==> config.mk <==
export PLATFORM = sky130hd
export DESIGN_NAME = scdvc_top
export DESIGN_NICKNAME = d
export VERILOG_FILES = /design/src/rtl/scdvc_pkg.sv /design/src/rtl/scdvc_cal_engine.sv /design/src/rtl/scdvc_chan_div.sv /design/src/rtl/scdvc_top.sv
export SDC_FILE = /design/constraint.sdc
export NUM_CORES = 2
export LEC_CHECK = 0
export ABC_CLOCK_PERIOD_IN_PS = 7800
export BUFFER_PORTS_ARGS = -buffer_cell sky130_fd_sc_hd__clkbuf_2
export CAP_MARGIN = 15
export CORE_MARGIN = 5
export CORE_UTILIZATION = 50
export DETAILED_ROUTE_END_ITERATION = 8
export GPL_ROUTABILITY_DRIVEN = 1
export PLACE_DENSITY = 0.66
export SETUP_SLACK_MARGIN = 0.3
export SLEW_MARGIN = 20
export SYNTH_ARGS = -nofsm -noshare
export SYNTH_HDL_FRONTEND = slang
export SYNTH_SLANG_ARGS = --single-unit
export TNS_END_PERCENT = 5
==> constraint.sdc <==
create_clock -name clock -period 7.8 [get_ports clock]
set_clock_uncertainty 0.1 [all_clocks]
set_input_delay 2.34 -clock clock [delete_from_list [all_inputs] [get_ports clock]]
set_output_delay 2.34 -clock clock [all_outputs]
set_load 0.05 [all_outputs]
==> src/rtl/scdvc_pkg.sv <==
// shared constants, register map and helper functions of the synthesizer divider and calibration control
package scdvc_pkg;

  localparam int NUM_CHANNELS = 14;
  localparam int ADDR_W       = 12;
  localparam int DATA_W       = 8;

  // register offsets
  localparam logic [11:0] ADDR_XFER        = 12'h00F;
  localparam logic [11:0] ADDR_FB_CFG_A    = 12'h201;
  localparam logic [11:0] ADDR_VCO_CAL     = 12'h203;
  localparam logic [11:0] ADDR_FB_CFG_B    = 12'h204;
  localparam logic [11:0] ADDR_LOOP_FILTER = 12'h205;
  localparam logic [11:0] ADDR_FB_CFG_C    = 12'h207;
  localparam logic [11:0] ADDR_FB_CFG_D    = 12'h208;
  localparam logic [11:0] ADDR_SYNC        = 12'h32A;
  localparam logic [11:0] ADDR_CAL_STATUS  = 12'h509;
  // per-channel blocks, channel index added to the base
  localparam logic [11:0] ADDR_CH_DIV      = 12'h300;
  localparam logic [11:0] ADDR_CH_CTRL     = 12'h310;
  localparam logic [11:0] ADDR_CH_COARSE   = 12'h320;
  localparam logic [11:0] ADDR_CH_FINE     = 12'h330;

  // field positions
  localparam int BIT_XFER      = 0;
  localparam int BIT_CAL_START = 0;
  localparam int BIT_SYNC      = 0;
  localparam int BIT_ST_BUSY   = 0;
  localparam int BIT_ST_MISM   = 1;
  localparam int BIT_ST_FIRST  = 2;
  localparam int BIT_DOUBLER   = 5;
  localparam int BIT_IGN_SYNC  = 2;

  // reset values
  localparam logic [7:0] RST_FB_N    = 8'h0A;  // synth feedback divider 10
  localparam logic [7:0] RST_CAL_BA  = 8'h87;  // main count 7, swallow count 2 -> 30
  localparam logic [7:0] RST_REF     = 8'h01;  // ref divider 1, doubler off
  localparam logic [7:0] RST_M1      = 8'h03;  // vco output divider 3
  localparam logic [7:0] RST_ZERO    = 8'h00;
  localparam logic [7:0] RST_CH_CTRL = 8'h01;  // divider path from synthesizer

  // divider limits
  localparam logic [4:0] REF_DIV_MIN = 5'h01;
  localparam logic [2:0] M1_MIN      = 3'h3;
  localparam logic [2:0] M1_MAX      = 3'h5;
  localparam logic [2:0] CAL_PRESCALE = 3'h4;

  // channel sources
  typedef enum logic [1:0] {
    SRC_FIRST_LOOP = 2'h0,
    SRC_SYNTH_DIV  = 2'h1,
    SRC_SYSREF     = 2'h2,
    SRC_SYSREF_RT  = 2'h3
  } scdvc_src_t;

  // timing: calibration lasts this many phase-detector periods, one clock each here
  localparam int CAL_PFD_PERIODS   = 400000;
  localparam int AUTO_SYNC_CYCLES  = 4;

  // calibration divider total: prescaler times main count plus swallow count
  function automatic logic [7:0] calTotal(input logic [7:0] cfg);
    calTotal = 8'(CAL_PRESCALE * cfg[5:0]) + {6'h00, cfg[7:6]};
  endfunction : calTotal

  // a channel's divider is in its path for these sources
  function automatic logic usesDivider(input logic [1:0] src);
    usesDivider = (src == SRC_SYNTH_DIV) || (src == SRC_SYSREF_RT);
  endfunction : usesDivider

endpackage : scdvc_pkg

==> src/rtl/scdvc_cal_engine.sv <==
// vco calibration sequencer: busy window of fixed length after a start pulse
`timescale 1ns/1ps
`default_nettype none
module scdvc_cal_engine
  import scdvc_pkg::*;
#(
  parameter int CAL_CYCLES = CAL_PFD_PERIODS
) (
  input  wire logic clock,
  input  wire logic resetn,
  input  wire logic startPulse,
  output logic      calBusy,
  output logic      calDonePulse
);

  localparam int CNT_W = $clog2(CAL_CYCLES + 1);
  localparam logic [CNT_W-1:0] LAST = CNT_W'(CAL_CYCLES - 1);

  initial begin
    if (CAL_CYCLES < 1) $error("CAL_CYCLES must be at least 1");
  end

  logic [CNT_W-1:0] count_r;
  logic             busy_r;
  logic             done_r;

  // a start while busy is ignored so a run always completes its full length
  always_ff @(posedge clock or negedge resetn) begin
    if (!resetn) begin
      busy_r  <= 1'b0;
      count_r <= '0;
      done_r  <= 1'b0;
    end else begin
      done_r <= 1'b0;
      if (!busy_r && startPulse) begin
        busy_r  <= 1'b1;
        count_r <= '0;
      end else if (busy_r) begin
        if (count_r == LAST) begin
          busy_r <= 1'b0;
          done_r <= 1'b1;
        end else begin
          count_r <= count_r + 1'b1;
        end
      end
    end
  end

  assign calBusy      = busy_r;
  assign calDonePulse = done_r;

endmodule : scdvc_cal_engine
`default_nettype wire

==> src/rtl/scdvc_chan_div.sv <==
// one output channel: source select, 8-bit divider with duty correction, sync hold
`timescale 1ns/1ps
`default_nettype none
module scdvc_chan_div
  import scdvc_pkg::*;
#(
  parameter int DIV_W = 8
) (
  input  wire logic             clock,
  input  wire logic             resetn,
  input  wire logic [DIV_W-1:0] ratioField,
  input  wire logic [5:0]       coarseDelay,
  input  wire logic [1:0]       srcSel,
  input  wire logic             hold,
  input  wire logic             firstLoopIn,
  input  wire logic             sysrefIn,
  output logic                  chanOut
);

  initial begin
    if (DIV_W < 5 || DIV_W > 8) $error("DIV_W must be 5..8");
  end

  logic [DIV_W:0] ratio;
  logic [DIV_W:0] cnt_r;
  logic [DIV_W:0] cntNxt;
  logic           q_r;
  logic           qNeg_r;
  logic           tog_r;
  logic           togNeg_r;
  logic           qPrev_r;
  logic           sysRt_r;
  logic           divOut;

  assign ratio  = {1'b0, ratioField} + 1'b1;  // field value plus one, 1 through 256
  assign cntNxt = (cnt_r >= ratio - 1'b1) ? '0 : cnt_r + 1'b1;

  // counter restarts at the coarse offset while held; sync takes effect when hold drops
  always_ff @(posedge clock or negedge resetn) begin
    if (!resetn) begin
      cnt_r <= '0;
      q_r   <= 1'b0;
    end else if (hold) begin
      cnt_r <= {{(DIV_W-5){1'b0}}, coarseDelay} - 1'b1;
      q_r   <= 1'b0;
    end else begin
      cnt_r <= cntNxt;
      q_r   <= cntNxt < ((ratio + 1'b1) >> 1);
    end
  end

  // half-cycle trim for odd ratios and toggle pair for divide by one
  always_ff @(negedge clock or negedge resetn) begin
    if (!resetn) begin
      qNeg_r   <= 1'b0;
      togNeg_r <= 1'b0;
    end else begin
      qNeg_r   <= q_r;
      togNeg_r <= tog_r;
    end
  end

  always_ff @(posedge clock or negedge resetn) begin
    if (!resetn) tog_r <= 1'b0;
    else if (!hold) tog_r <= ~tog_r;
  end

  // divide by one is the clock itself, rebuilt from two flops so no gate sits on the clock net
  always_comb begin
    if (ratio == 1) divOut = tog_r ^ togNeg_r;
    else if (ratio[0]) divOut = q_r & qNeg_r;
    else divOut = q_r;
  end

  // sysref resampled on the divider rising edge
  always_ff @(posedge clock or negedge resetn) begin
    if (!resetn) begin
      qPrev_r <= 1'b0;
      sysRt_r <= 1'b0;
    end else begin
      qPrev_r <= q_r;
      if (hold) sysRt_r <= 1'b0;
      else if (q_r && !qPrev_r) sysRt_r <= sysrefIn;
    end
  end

  // source mux; bypass sources pass straight through and ignore sync
  always_comb begin
    case (srcSel)
      SRC_FIRST_LOOP: chanOut = firstLoopIn;
      SRC_SYNTH_DIV:  chanOut = hold ? 1'b0 : divOut;
      SRC_SYSREF:     chanOut = sysrefIn;
      SRC_SYSREF_RT:  chanOut = hold ? 1'b0 : sysRt_r;
      default:        chanOut = 1'b0;
    endcase
  end

endmodule : scdvc_chan_div
`default_nettype wire

==> src/rtl/scdvc_top.sv <==
// synthesizer divider settings, vco calibration control and output channel distribution
// How it works
// reference divider takes 1 to 31; zero setting acts as one, up to 275 MHz input.
// normal feedback is 8-bit feedback divider times vco output divider.
// calibration divider feeds back only while calibrating, then normal path returns.
// calibration divide is four times main count plus swallow; minimum sixteen.
// vco output divider takes 3, 4 or 5 and feeds distribution.
// host programs calibration total equal to feedback times output divider.
// calibration starts on calibrate bit rising; bit never self-clears.
// status bit reads one during calibration and clears itself after.
// host may stage calibrate bit before the transfer strobe applies settings.
// each finished calibration triggers an automatic output channel sync.
// after reset synthesizer channels stay held until first calibration finishes.
// host ensures valid oscillator clock and correct configuration before calibrating.
// host recalibrates whenever vco frequency changes; calibration allowed anytime.
// with doubler on, total must exceed sixteen, else host works around.
// calibration lasts 400,000 phase detector periods; host timeout covers it.
// fourteen channels, each with source select, 8-bit divider, delays, driver.
// fine delay setting reaches every channel regardless of source.
// coarse delay acts only where the channel divider is in the path.
// sync resets divider-path channels; bypass channels are not synchronised.
// channel divider ratio is field plus one, 1 through 256.
// channel divider output is nominally 50% duty, odd ratios included.
// host issues a sync after changing any channel divide value.
// optional doubler multiplies the loop reference by two when enabled.
// sync is set then cleared; channels restart on the clear.
// calibrate bit is registered and only its rising edge starts calibration.
`timescale 1ns/1ps
`default_nettype none
module scdvc_top
  import scdvc_pkg::*;
#(
  parameter int CAL_CYCLES = CAL_PFD_PERIODS,
  parameter int NUM_CH     = NUM_CHANNELS
) (
  input  wire logic                clock,
  input  wire logic                resetn,
  input  wire logic [ADDR_W-1:0]   regAddr,
  input  wire logic [DATA_W-1:0]   regWrData,
  input  wire logic                regWrEn,
  input  wire logic                regRdEn,
  output logic      [DATA_W-1:0]   regRdData,
  input  wire logic                firstLoopIn,
  input  wire logic                sysrefIn,
  output logic      [NUM_CH-1:0]   channelOut,
  output logic      [NUM_CH*5-1:0] fineDelayCfg,
  output logic      [4:0]          refDivide,
  output logic                     refDoublerEn,
  output logic      [10:0]         feedbackDivide,
  output logic                     calPathSelect,
  output logic      [7:0]          loopFilterCfg,
  output logic                     calBusy
);

  initial begin
    if (NUM_CH < 1 || NUM_CH > 16) $error("NUM_CH must be 1..16");
  end

  // staged copies written by the host, active copies applied by the transfer strobe
  logic [7:0] fbNStage_r, calBAStage_r, refStage_r, m1Stage_r, lfStage_r, calCtlStage_r, syncStage_r;
  logic [7:0] fbN_r, calBA_r, ref_r, m1_r, lf_r, calCtl_r, sync_r;
  logic [7:0] chDivStage_r [NUM_CH];
  logic [7:0] chCtlStage_r [NUM_CH];
  logic [7:0] chCrsStage_r [NUM_CH];
  logic [7:0] chFinStage_r [NUM_CH];
  logic [7:0] chDiv_r      [NUM_CH];
  logic [7:0] chCtl_r      [NUM_CH];
  logic [7:0] chCrs_r      [NUM_CH];
  logic [7:0] chFin_r      [NUM_CH];

  logic       wrXfer;
  logic       calPrev_r;
  logic       calStart;
  logic       calDone;
  logic       firstCalDone_r;
  logic [2:0] autoSyncCnt_r;
  logic       autoSyncActive;
  logic [2:0] m1Eff;
  logic [4:0] refEff;
  logic [7:0] calTot;
  logic [10:0] normTot;
  logic       calMismatch;
  logic [NUM_CH-1:0] chHold;

  localparam logic [2:0] AUTO_SYNC_LAST = 3'(AUTO_SYNC_CYCLES - 1);

  assign wrXfer = regWrEn && (regAddr == ADDR_XFER) && regWrData[BIT_XFER];

  // host writes land in the staged copies only
  always_ff @(posedge clock or negedge resetn) begin
    if (!resetn) begin
      fbNStage_r    <= RST_FB_N;
      calBAStage_r  <= RST_CAL_BA;
      refStage_r    <= RST_REF;
      m1Stage_r     <= RST_M1;
      lfStage_r     <= RST_ZERO;
      calCtlStage_r <= RST_ZERO;
      syncStage_r   <= RST_ZERO;
      for (int i = 0; i < NUM_CH; i++) begin
        chDivStage_r[i] <= RST_ZERO;
        chCtlStage_r[i] <= RST_CH_CTRL;
        chCrsStage_r[i] <= RST_ZERO;
        chFinStage_r[i] <= RST_ZERO;
      end
    end else if (regWrEn) begin
      case (regAddr)
        ADDR_FB_CFG_A:    fbNStage_r    <= regWrData;
        ADDR_FB_CFG_B:    calBAStage_r  <= regWrData;
        ADDR_FB_CFG_C:    refStage_r    <= regWrData;
        ADDR_FB_CFG_D:    m1Stage_r     <= regWrData;
        ADDR_LOOP_FILTER: lfStage_r     <= regWrData;
        ADDR_VCO_CAL:     calCtlStage_r <= regWrData;
        ADDR_SYNC:        syncStage_r   <= regWrData;
        default: begin
          for (int i = 0; i < NUM_CH; i++) begin
            if (regAddr == ADDR_CH_DIV + 12'(i))    chDivStage_r[i] <= regWrData;
            if (regAddr == ADDR_CH_CTRL + 12'(i))   chCtlStage_r[i] <= regWrData;
            if (regAddr == ADDR_CH_COARSE + 12'(i)) chCrsStage_r[i] <= regWrData;
            if (regAddr == ADDR_CH_FINE + 12'(i))   chFinStage_r[i] <= regWrData;
          end
        end
      endcase
    end
  end

  // the transfer strobe copies every staged setting into the active set at once
  always_ff @(posedge clock or negedge resetn) begin
    if (!resetn) begin
      fbN_r    <= RST_FB_N;
      calBA_r  <= RST_CAL_BA;
      ref_r    <= RST_REF;
      m1_r     <= RST_M1;
      lf_r     <= RST_ZERO;
      calCtl_r <= RST_ZERO;
      sync_r   <= RST_ZERO;
      for (int i = 0; i < NUM_CH; i++) begin
        chDiv_r[i] <= RST_ZERO;
        chCtl_r[i] <= RST_CH_CTRL;
        chCrs_r[i] <= RST_ZERO;
        chFin_r[i] <= RST_ZERO;
      end
    end else if (wrXfer) begin
      fbN_r    <= fbNStage_r;
      calBA_r  <= calBAStage_r;
      ref_r    <= refStage_r;
      m1_r     <= m1Stage_r;
      lf_r     <= lfStage_r;
      calCtl_r <= calCtlStage_r;  // calibrate bit stays as written
      sync_r   <= syncStage_r;
      for (int i = 0; i < NUM_CH; i++) begin
        chDiv_r[i] <= chDivStage_r[i];
        chCtl_r[i] <= chCtlStage_r[i];
        chCrs_r[i] <= chCrsStage_r[i];
        chFin_r[i] <= chFinStage_r[i];
      end
    end
  end

  // calibrate bit registered so a bit left high never restarts calibration
  always_ff @(posedge clock or negedge resetn) begin
    if (!resetn) calPrev_r <= 1'b0;
    else calPrev_r <= calCtl_r[BIT_CAL_START];
  end

  assign calStart = calCtl_r[BIT_CAL_START] && !calPrev_r;

  scdvc_cal_engine #(
    .CAL_CYCLES (CAL_CYCLES)
  ) u_cal (
    .clock        (clock),
    .resetn       (resetn),
    .startPulse   (calStart),
    .calBusy      (calBusy),
    .calDonePulse (calDone)
  );

  // first-calibration flag releases the power-up hold on synthesizer channels
  always_ff @(posedge clock or negedge resetn) begin
    if (!resetn) firstCalDone_r <= 1'b0;
    else if (calDone) firstCalDone_r <= 1'b1;
  end

  // automatic sync after every calibration: a short hold, released like a cleared sync bit
  always_ff @(posedge clock or negedge resetn) begin
    if (!resetn) autoSyncCnt_r <= '0;
    else if (calDone) autoSyncCnt_r <= AUTO_SYNC_LAST + 3'h1;
    else if (autoSyncCnt_r != '0) autoSyncCnt_r <= autoSyncCnt_r - 3'h1;
  end

  assign autoSyncActive = (autoSyncCnt_r != '0);

  // divider values, clamped to the supported ranges
  assign refEff = (ref_r[4:0] < REF_DIV_MIN) ? REF_DIV_MIN : ref_r[4:0];
  always_comb begin
    if (m1_r[2:0] < M1_MIN) m1Eff = M1_MIN;
    else if (m1_r[2:0] > M1_MAX) m1Eff = M1_MAX;
    else m1Eff = m1_r[2:0];
  end

  assign calTot  = calTotal(calBA_r);
  assign normTot = 11'(fbN_r * m1Eff);
  assign calMismatch = ({3'h0, calTot} != normTot);  // visible check on the host's setup

  // feedback path switches to the calibration divider only while calibrating
  assign calPathSelect  = calBusy;
  assign feedbackDivide = calBusy ? {3'h0, calTot} : normTot;
  assign refDivide      = refEff;
  assign refDoublerEn   = ref_r[BIT_DOUBLER];
  assign loopFilterCfg  = lf_r;

  // per-channel hold: sync bit level holds dividers, release on its clear restarts them
  always_comb begin
    for (int i = 0; i < NUM_CH; i++) begin
      chHold[i] = usesDivider(chCtl_r[i][1:0]) &&
                  ((!chCtl_r[i][BIT_IGN_SYNC] && (sync_r[BIT_SYNC] || autoSyncActive)) ||
                   (chCtl_r[i][1:0] == SRC_SYNTH_DIV && !firstCalDone_r));
    end
  end

  // channel instances; fine delay passes out for every source
  genvar g;
  generate
    for (g = 0; g < NUM_CH; g++) begin : gCh
      scdvc_chan_div #(
        .DIV_W (8)
      ) u_ch (
        .clock       (clock),
        .resetn      (resetn),
        .ratioField  (chDiv_r[g]),
        .coarseDelay (chCrs_r[g][5:0]),
        .srcSel      (chCtl_r[g][1:0]),
        .hold        (chHold[g]),
        .firstLoopIn (firstLoopIn),
        .sysrefIn    (sysrefIn),
        .chanOut     (channelOut[g])
      );
      assign fineDelayCfg[g*5 +: 5] = chFin_r[g][4:0];
    end
  endgenerate

  // register read: staged values read back, status from live state, unmapped reads zero
  always_ff @(posedge clock or negedge resetn) begin
    if (!resetn) begin
      regRdData <= RST_ZERO;
    end else if (regRdEn) begin
      case (regAddr)
        ADDR_XFER:        regRdData <= RST_ZERO;
        ADDR_FB_CFG_A:    regRdData <= fbNStage_r;
        ADDR_FB_CFG_B:    regRdData <= calBAStage_r;
        ADDR_FB_CFG_C:    regRdData <= refStage_r;
        ADDR_FB_CFG_D:    regRdData <= m1Stage_r;
        ADDR_LOOP_FILTER: regRdData <= lfStage_r;
        ADDR_VCO_CAL:     regRdData <= calCtlStage_r;
        ADDR_SYNC:        regRdData <= syncStage_r;
        ADDR_CAL_STATUS: begin
          regRdData <= RST_ZERO;
          regRdData[BIT_ST_BUSY]  <= calBusy;
          regRdData[BIT_ST_MISM]  <= calMismatch;
          regRdData[BIT_ST_FIRST] <= firstCalDone_r;
        end
        default: begin
          regRdData <= RST_ZERO;
          for (int i = 0; i < NUM_CH; i++) begin
            if (regAddr == ADDR_CH_DIV + 12'(i))    regRdData <= chDivStage_r[i];
            if (regAddr == ADDR_CH_CTRL + 12'(i))   regRdData <= chCtlStage_r[i];
            if (regAddr == ADDR_CH_COARSE + 12'(i)) regRdData <= chCrsStage_r[i];
            if (regAddr == ADDR_CH_FINE + 12'(i))   regRdData <= chFinStage_r[i];
          end
        end
      endcase
    end
  end

endmodule : scdvc_top
`default_nettype wire

Yosys cells after proc, flatten, opt, wreduce, memory -nomap -nowiden

Cells that the tools add are included.

Register bits after elaboration: 1077
Bits of input ports: 26
Output and inout bits: 119

Add/subtract/negate cells: 72
$mul: 1
Magnitude comparators: 31
Eq/ne operators: 123
Multiplexer cells: 211
Bitwise operators: 43
Reductions and logical operators: 215

Operators with widths:

| kind                  | number |
|---|---|
| $eq 12x10->1 const B  | 62 |
| $mux 8                | 55 |
| $add 9x1->9 const B   | 28 |
| $mux 9                | 28 |
| $reduce_and 3->1      | 55 |
| $add 8x1->9 const B   | 14 |
| $eq 9x1->1 const B    | 14 |
| $ge 9x9->1            | 14 |
| $lt 9x8->1            | 14 |
| $sub 9x1->9 const B   | 14 |
| $mux 1                | 104 |
| $sub 6x1->7 const B   | 13 |
| $pmux 8 s9            | 1 |
| $logic_and 1x1->1     | 60 |
| $mux 19               | 3 |
| $eq 2x2->1 const B    | 28 |
| $pmux 1 s4            | 14 |
| $reduce_bool 2->1     | 16 |
| $logic_not 1->1       | 31 |
| $logic_or 1x1->1      | 29 |
| $eq 2x1->1 const B    | 14 |
| $logic_not 2->1       | 14 |
| $add 19x1->19 const B | 1 |
| $eq 19x19->1 const B  | 1 |
| other kinds (19)      | 69 |

Depth between registers and ports, before layout

Depth after elaboration: 57
Gate-level depth with buffers: 23

Modules after synthesis

Synthesis repeated with hierarchy kept, for this count alone.

Cell total of the unflattened synthesis: 6071
Area, all modules: 64384.2 sq um

By module, submodules not included:

| module                            | times used | cells each | area an instance (sq um) | sequential area each (sq um) |
|---|---|---|---|---|
| scdvc_top                         | 1          | 2992       | 39216.4                  | 21227.9 |
| scdvc_chan_div at gCh[0].u_ch ... | 11         | 213        | 1712.9                   | 375.4 |
| scdvc_chan_div at gCh[9].u_ch     | 1          | 210        | 1780.5                   | 375.4 |
| scdvc_chan_div at gCh[8].u_ch     | 1          | 215        | 1715.4                   | 375.4 |
| scdvc_chan_div at gCh[5].u_ch     | 1          | 201        | 1707.9                   | 375.4 |
| scdvc_cal_engine                  | 1          | 110        | 1122.3                   | 525.5 |

==> results_dict.tcl <==
set metrics [dict create \
    rsz0062_at_grt "true" \
    multiInputGateArea_sq_um 32900 \
    synth_fa_ha_area_frac 0.0656 \
    rrSetupSlack_ps 2920 \
    ff_latch_area_sq_um 27000 \
    grt_use_total 0.277 \
    met2_length_mm 83.6 \
    status "finished with violations" \
    reg2reg_from "chDiv_r[72]" \
    die_width_um 361 \
    synthCells 5788 \
    min_path_type "flip-flop to flip-flop" \
    ant_nets 0 \
    crit_path_max_fanout 1 \
    nFillCells 10400 \
    fin_ws_ps -614 \
    num_io_pins 145 \
    synthFlopType "dfrtp_1" \
    hold_buffers 0 \
    start_util 0.505 \
    dieArea_sq_um 130000 \
    cap_violations 0 \
    setup_viol 14 \
    async_reset_ff_frac 1.00 \
    dr.pass1.iters 7 \
    slew_headroom 0.174 \
    highest_layer "met5" \
    io_buffers 144 \
    criticalPathCategory "flip-flop to output pin" \
    synth_edf_count 0 \
    synthTopCellsByCount "1003 x dfrtp_1, 808 x mux2_2, 393 x nand2_1, 383 x nor2_1, 312 x ha_1" \
    grt_pass1_vias 46500 \
    met1_length_mm 79.3 \
    drc 0 \
    leakagePower_nw 31.5 \
    syn-num-nets 6133 \
    powerDensity_nw_per_um2 169 \
    syn_to_final_growth_pct 10.3 \
    worstMarginPinSlew_ps 1210 \
    crit_end "channelOut[9]" \
    die-height_um 361 \
    gp_congestion 1.04 \
    synth.top_cell.area_share 0.407 \
    fp-row-count 128 \
    synthSimpleGateAreaFrac 0.125 \
    cts_buffers 113 \
    dp_hpwl_mm 133 \
    grt_start_max_net_pins 116 \
    cp_cell_sequence "o21ai_0 > mux2_2 > o31a_1 > o22ai_2 > buf_6 > buf_12" \
    slowest_stage "dfrtn_1" \
    r2r_end "gCh[4].u_ch.q_r" \
    layout-drive-gt1-share 0.244 \
    wl_per_cell_um 24.4 \
    yosys-top-cells-area "dfrtp_1 41%, mux2_2 15%, ha_1 6.3%, xor2_1 3.3%, xnor2_1 2.9%" \
    synthXorXnorAreaFrac 0.0618 \
    routed_wl_mm 185 \
    start_kind "flip-flop" \
    crit_arrival_ps 5970 \
    worst_setup_path_end_kind "output pin" \
    syn_area_sq_um 61700 \
    yosys_warnings 0 \
    maxSlewViolCount 0 \
    initialDrtViolationCount 4541 \
    cts_root_buf "clkbuf_16" \
    required_ps 5360 \
    antenna_found_initial 17 \
    synth_cell_type_count 97 \
    critPathLaunch "gCh[9].u_ch.qNeg_r" \
    ys_seq_area_frac 0.438 \
    critPathMaxStageDelay_ps 380 \
    htree_num_levels 3 \
    synth-compound-area-share 0.112 \
    cts_tree "done" \
    synth.most_common_cell "dfrtp_1" \
    clock-sinks 1077 \
    synth.area.mux_share 0.167 \
    rr_worst_depth 15 \
    post_cts_buffers 0 \
    nNetsFinal 6177 \
    clockBufferDepth 3 \
    core_sq_um 122000 \
    hold_viol 0 \
    insertion_delay_ps 730 \
    cts.clk_slew.worst_paths_ps 60 \
    peakVddDrop_mv 0.191 \
    vias_per_cell 6.19 \
    synth_top_family_by_area "multiplexers" \
    synth_seq_cells 1077 \
    violations "negative setup slack" \
    fin_util 0.557 \
    overflow 0 \
    place_ws_ps 21.1 \
    vias 46800 \
    met3WireLength_mm 14.7 \
    syn_area_per_cell_sq_um 10.7 \
    yosysTopAreaCell "dfrtp_1" \
    grt_pass1_wl_mm 285 \
]
-- layer usage --
metal	global-route usage	vias to the layer above
li1	-	21100
met5	0	-
met2	0.436	1803
met3	0.0606	444
met1	0.381	23400
met4	0.0969	12
-- cell families (layout without fill, tap and decap cells) --
logic type | Yosys count | count (layout)
and+or+nand+nor | 1540 | 1540
DFF | 1077 | 1077
adders and majority gates | 319 | 319
AOI/OAI and AO/OA | 1053 | 1053
buffers and inverters | 458 | 602
muxes | 906 | 906
other | 0 | 7
xor gates and xnor gates | 435 | 435
-- final cells by class --
| type | instances | area share |
|---|---|---|
| diodes | 7 | 0.000257 |
| clock buffers | 164 | 0.0484 |
| clock inverters | 51 | 0.00666 |
| inverters | 148 | 0.00817 |
| multi-input cells | 4253 | 0.484 |
| flip-flops and latches | 1077 | 0.397 |
| well taps | 1625 | 0.0299 |
| repair buffers | 239 | 0.0254 |
-- worst max-delay path: cells and delay by family (launching register included) --
family	cells	cell delay, ps
buf+inv	2	270
flops	1	380
compound gates	3	490
mux	1	280
-- cell usage in the layout (no fill, tap or decap), types with 26 or more instances in the layout --
cell       synthesis  layout
o31ai_1           97      96
or3_1             35      35
o21ai_0          263     260
nand2_1          393     393
nand3_1          187     187
a21oi_1          201     197
clkbuf_8           0      26
inv_1            147     147
nor3_1           103     103
nor2_1           383     381
dfrtn_1           28      28
o211ai_1          31      31
ha_1             312     312
a21o_1            55      55
dfrtp_1         1003    1003
mux2i_1           56      56
buf_4             20      87
xor2_1           230     230
a22oi_1           43      43
o2111ai_1         29      29
mux2_2           808     808
o22ai_1           88      79
mux2_4            39      39
clkbuf_16          0     114
nand2_2           40      40
nor4_1            41      39
and2_1            31      31
clkbuf_2           0     124
nand2b_1          55      55
nand4_1           53      53
a31oi_1           26      26
dfstp_2           46      46
nor2b_1           49      49
xnor2_1          205     205
and3_1            43      43
-- where the power goes --
| group | switching [W] | total (W) | internal (W) |
|---|---|---|---|
| clock network | 0.00240 | 0.00545 | 0.00305 |
| registers | 0.0000219 | 0.00563 | 0.00561 |
| logic | 0.000338 | 0.000426 | 0.0000881 |
| total | 0.00276 | 0.0115 | 0.00875 |
-- stage by stage --
step	setup TNS, ps	area (sq um)	cells	total power (W)	hold WS (ps)
after floorplan	0	61700	5788	0.00589	275
after global placement	0	64200	7341	0.00615	290
after detailed placement	0	64200	7341	0.00615	295
after CTS	-7320	68000	7556	0.0116	309
after global routing	-8230	68000	7557	0.0118	332
final	-6830	68000	7564	0.0115	308
-- state kept, by name (all words and copies together) (netlist names), 19 cells and up --
name            count
chCrsStage_r      104
chCrs_r            78
chCtlStage_r      112
chCtl_r            42
chDivStage_r      112
chDiv_r           112
chFinStage_r      112
fineDelayCfg       70
gCh.u_ch.cnt_r    126
u_cal.count_r      19
-- worst min-delay path by stage --
stage           startpoint        end  depth (start not counted)
2_1_floorplan  calCtl_r[0]  calPrev_r                          0
3_3_place_gp   calCtl_r[0]  calPrev_r                          0
3_5_place_dp   calCtl_r[0]  calPrev_r                          0
4_1_cts        calCtl_r[0]  calPrev_r                          0
5_1_grt        calCtl_r[0]  calPrev_r                          0
6_report       calCtl_r[0]  calPrev_r                          0
-- repair_timing --
action / CTS / global route
setup endpoints to repair: 14 / 15
pin swaps: 9 / 1
gates resized for setup: 19 / 3
No activity file was read; power rests on OpenSTA's default activity.
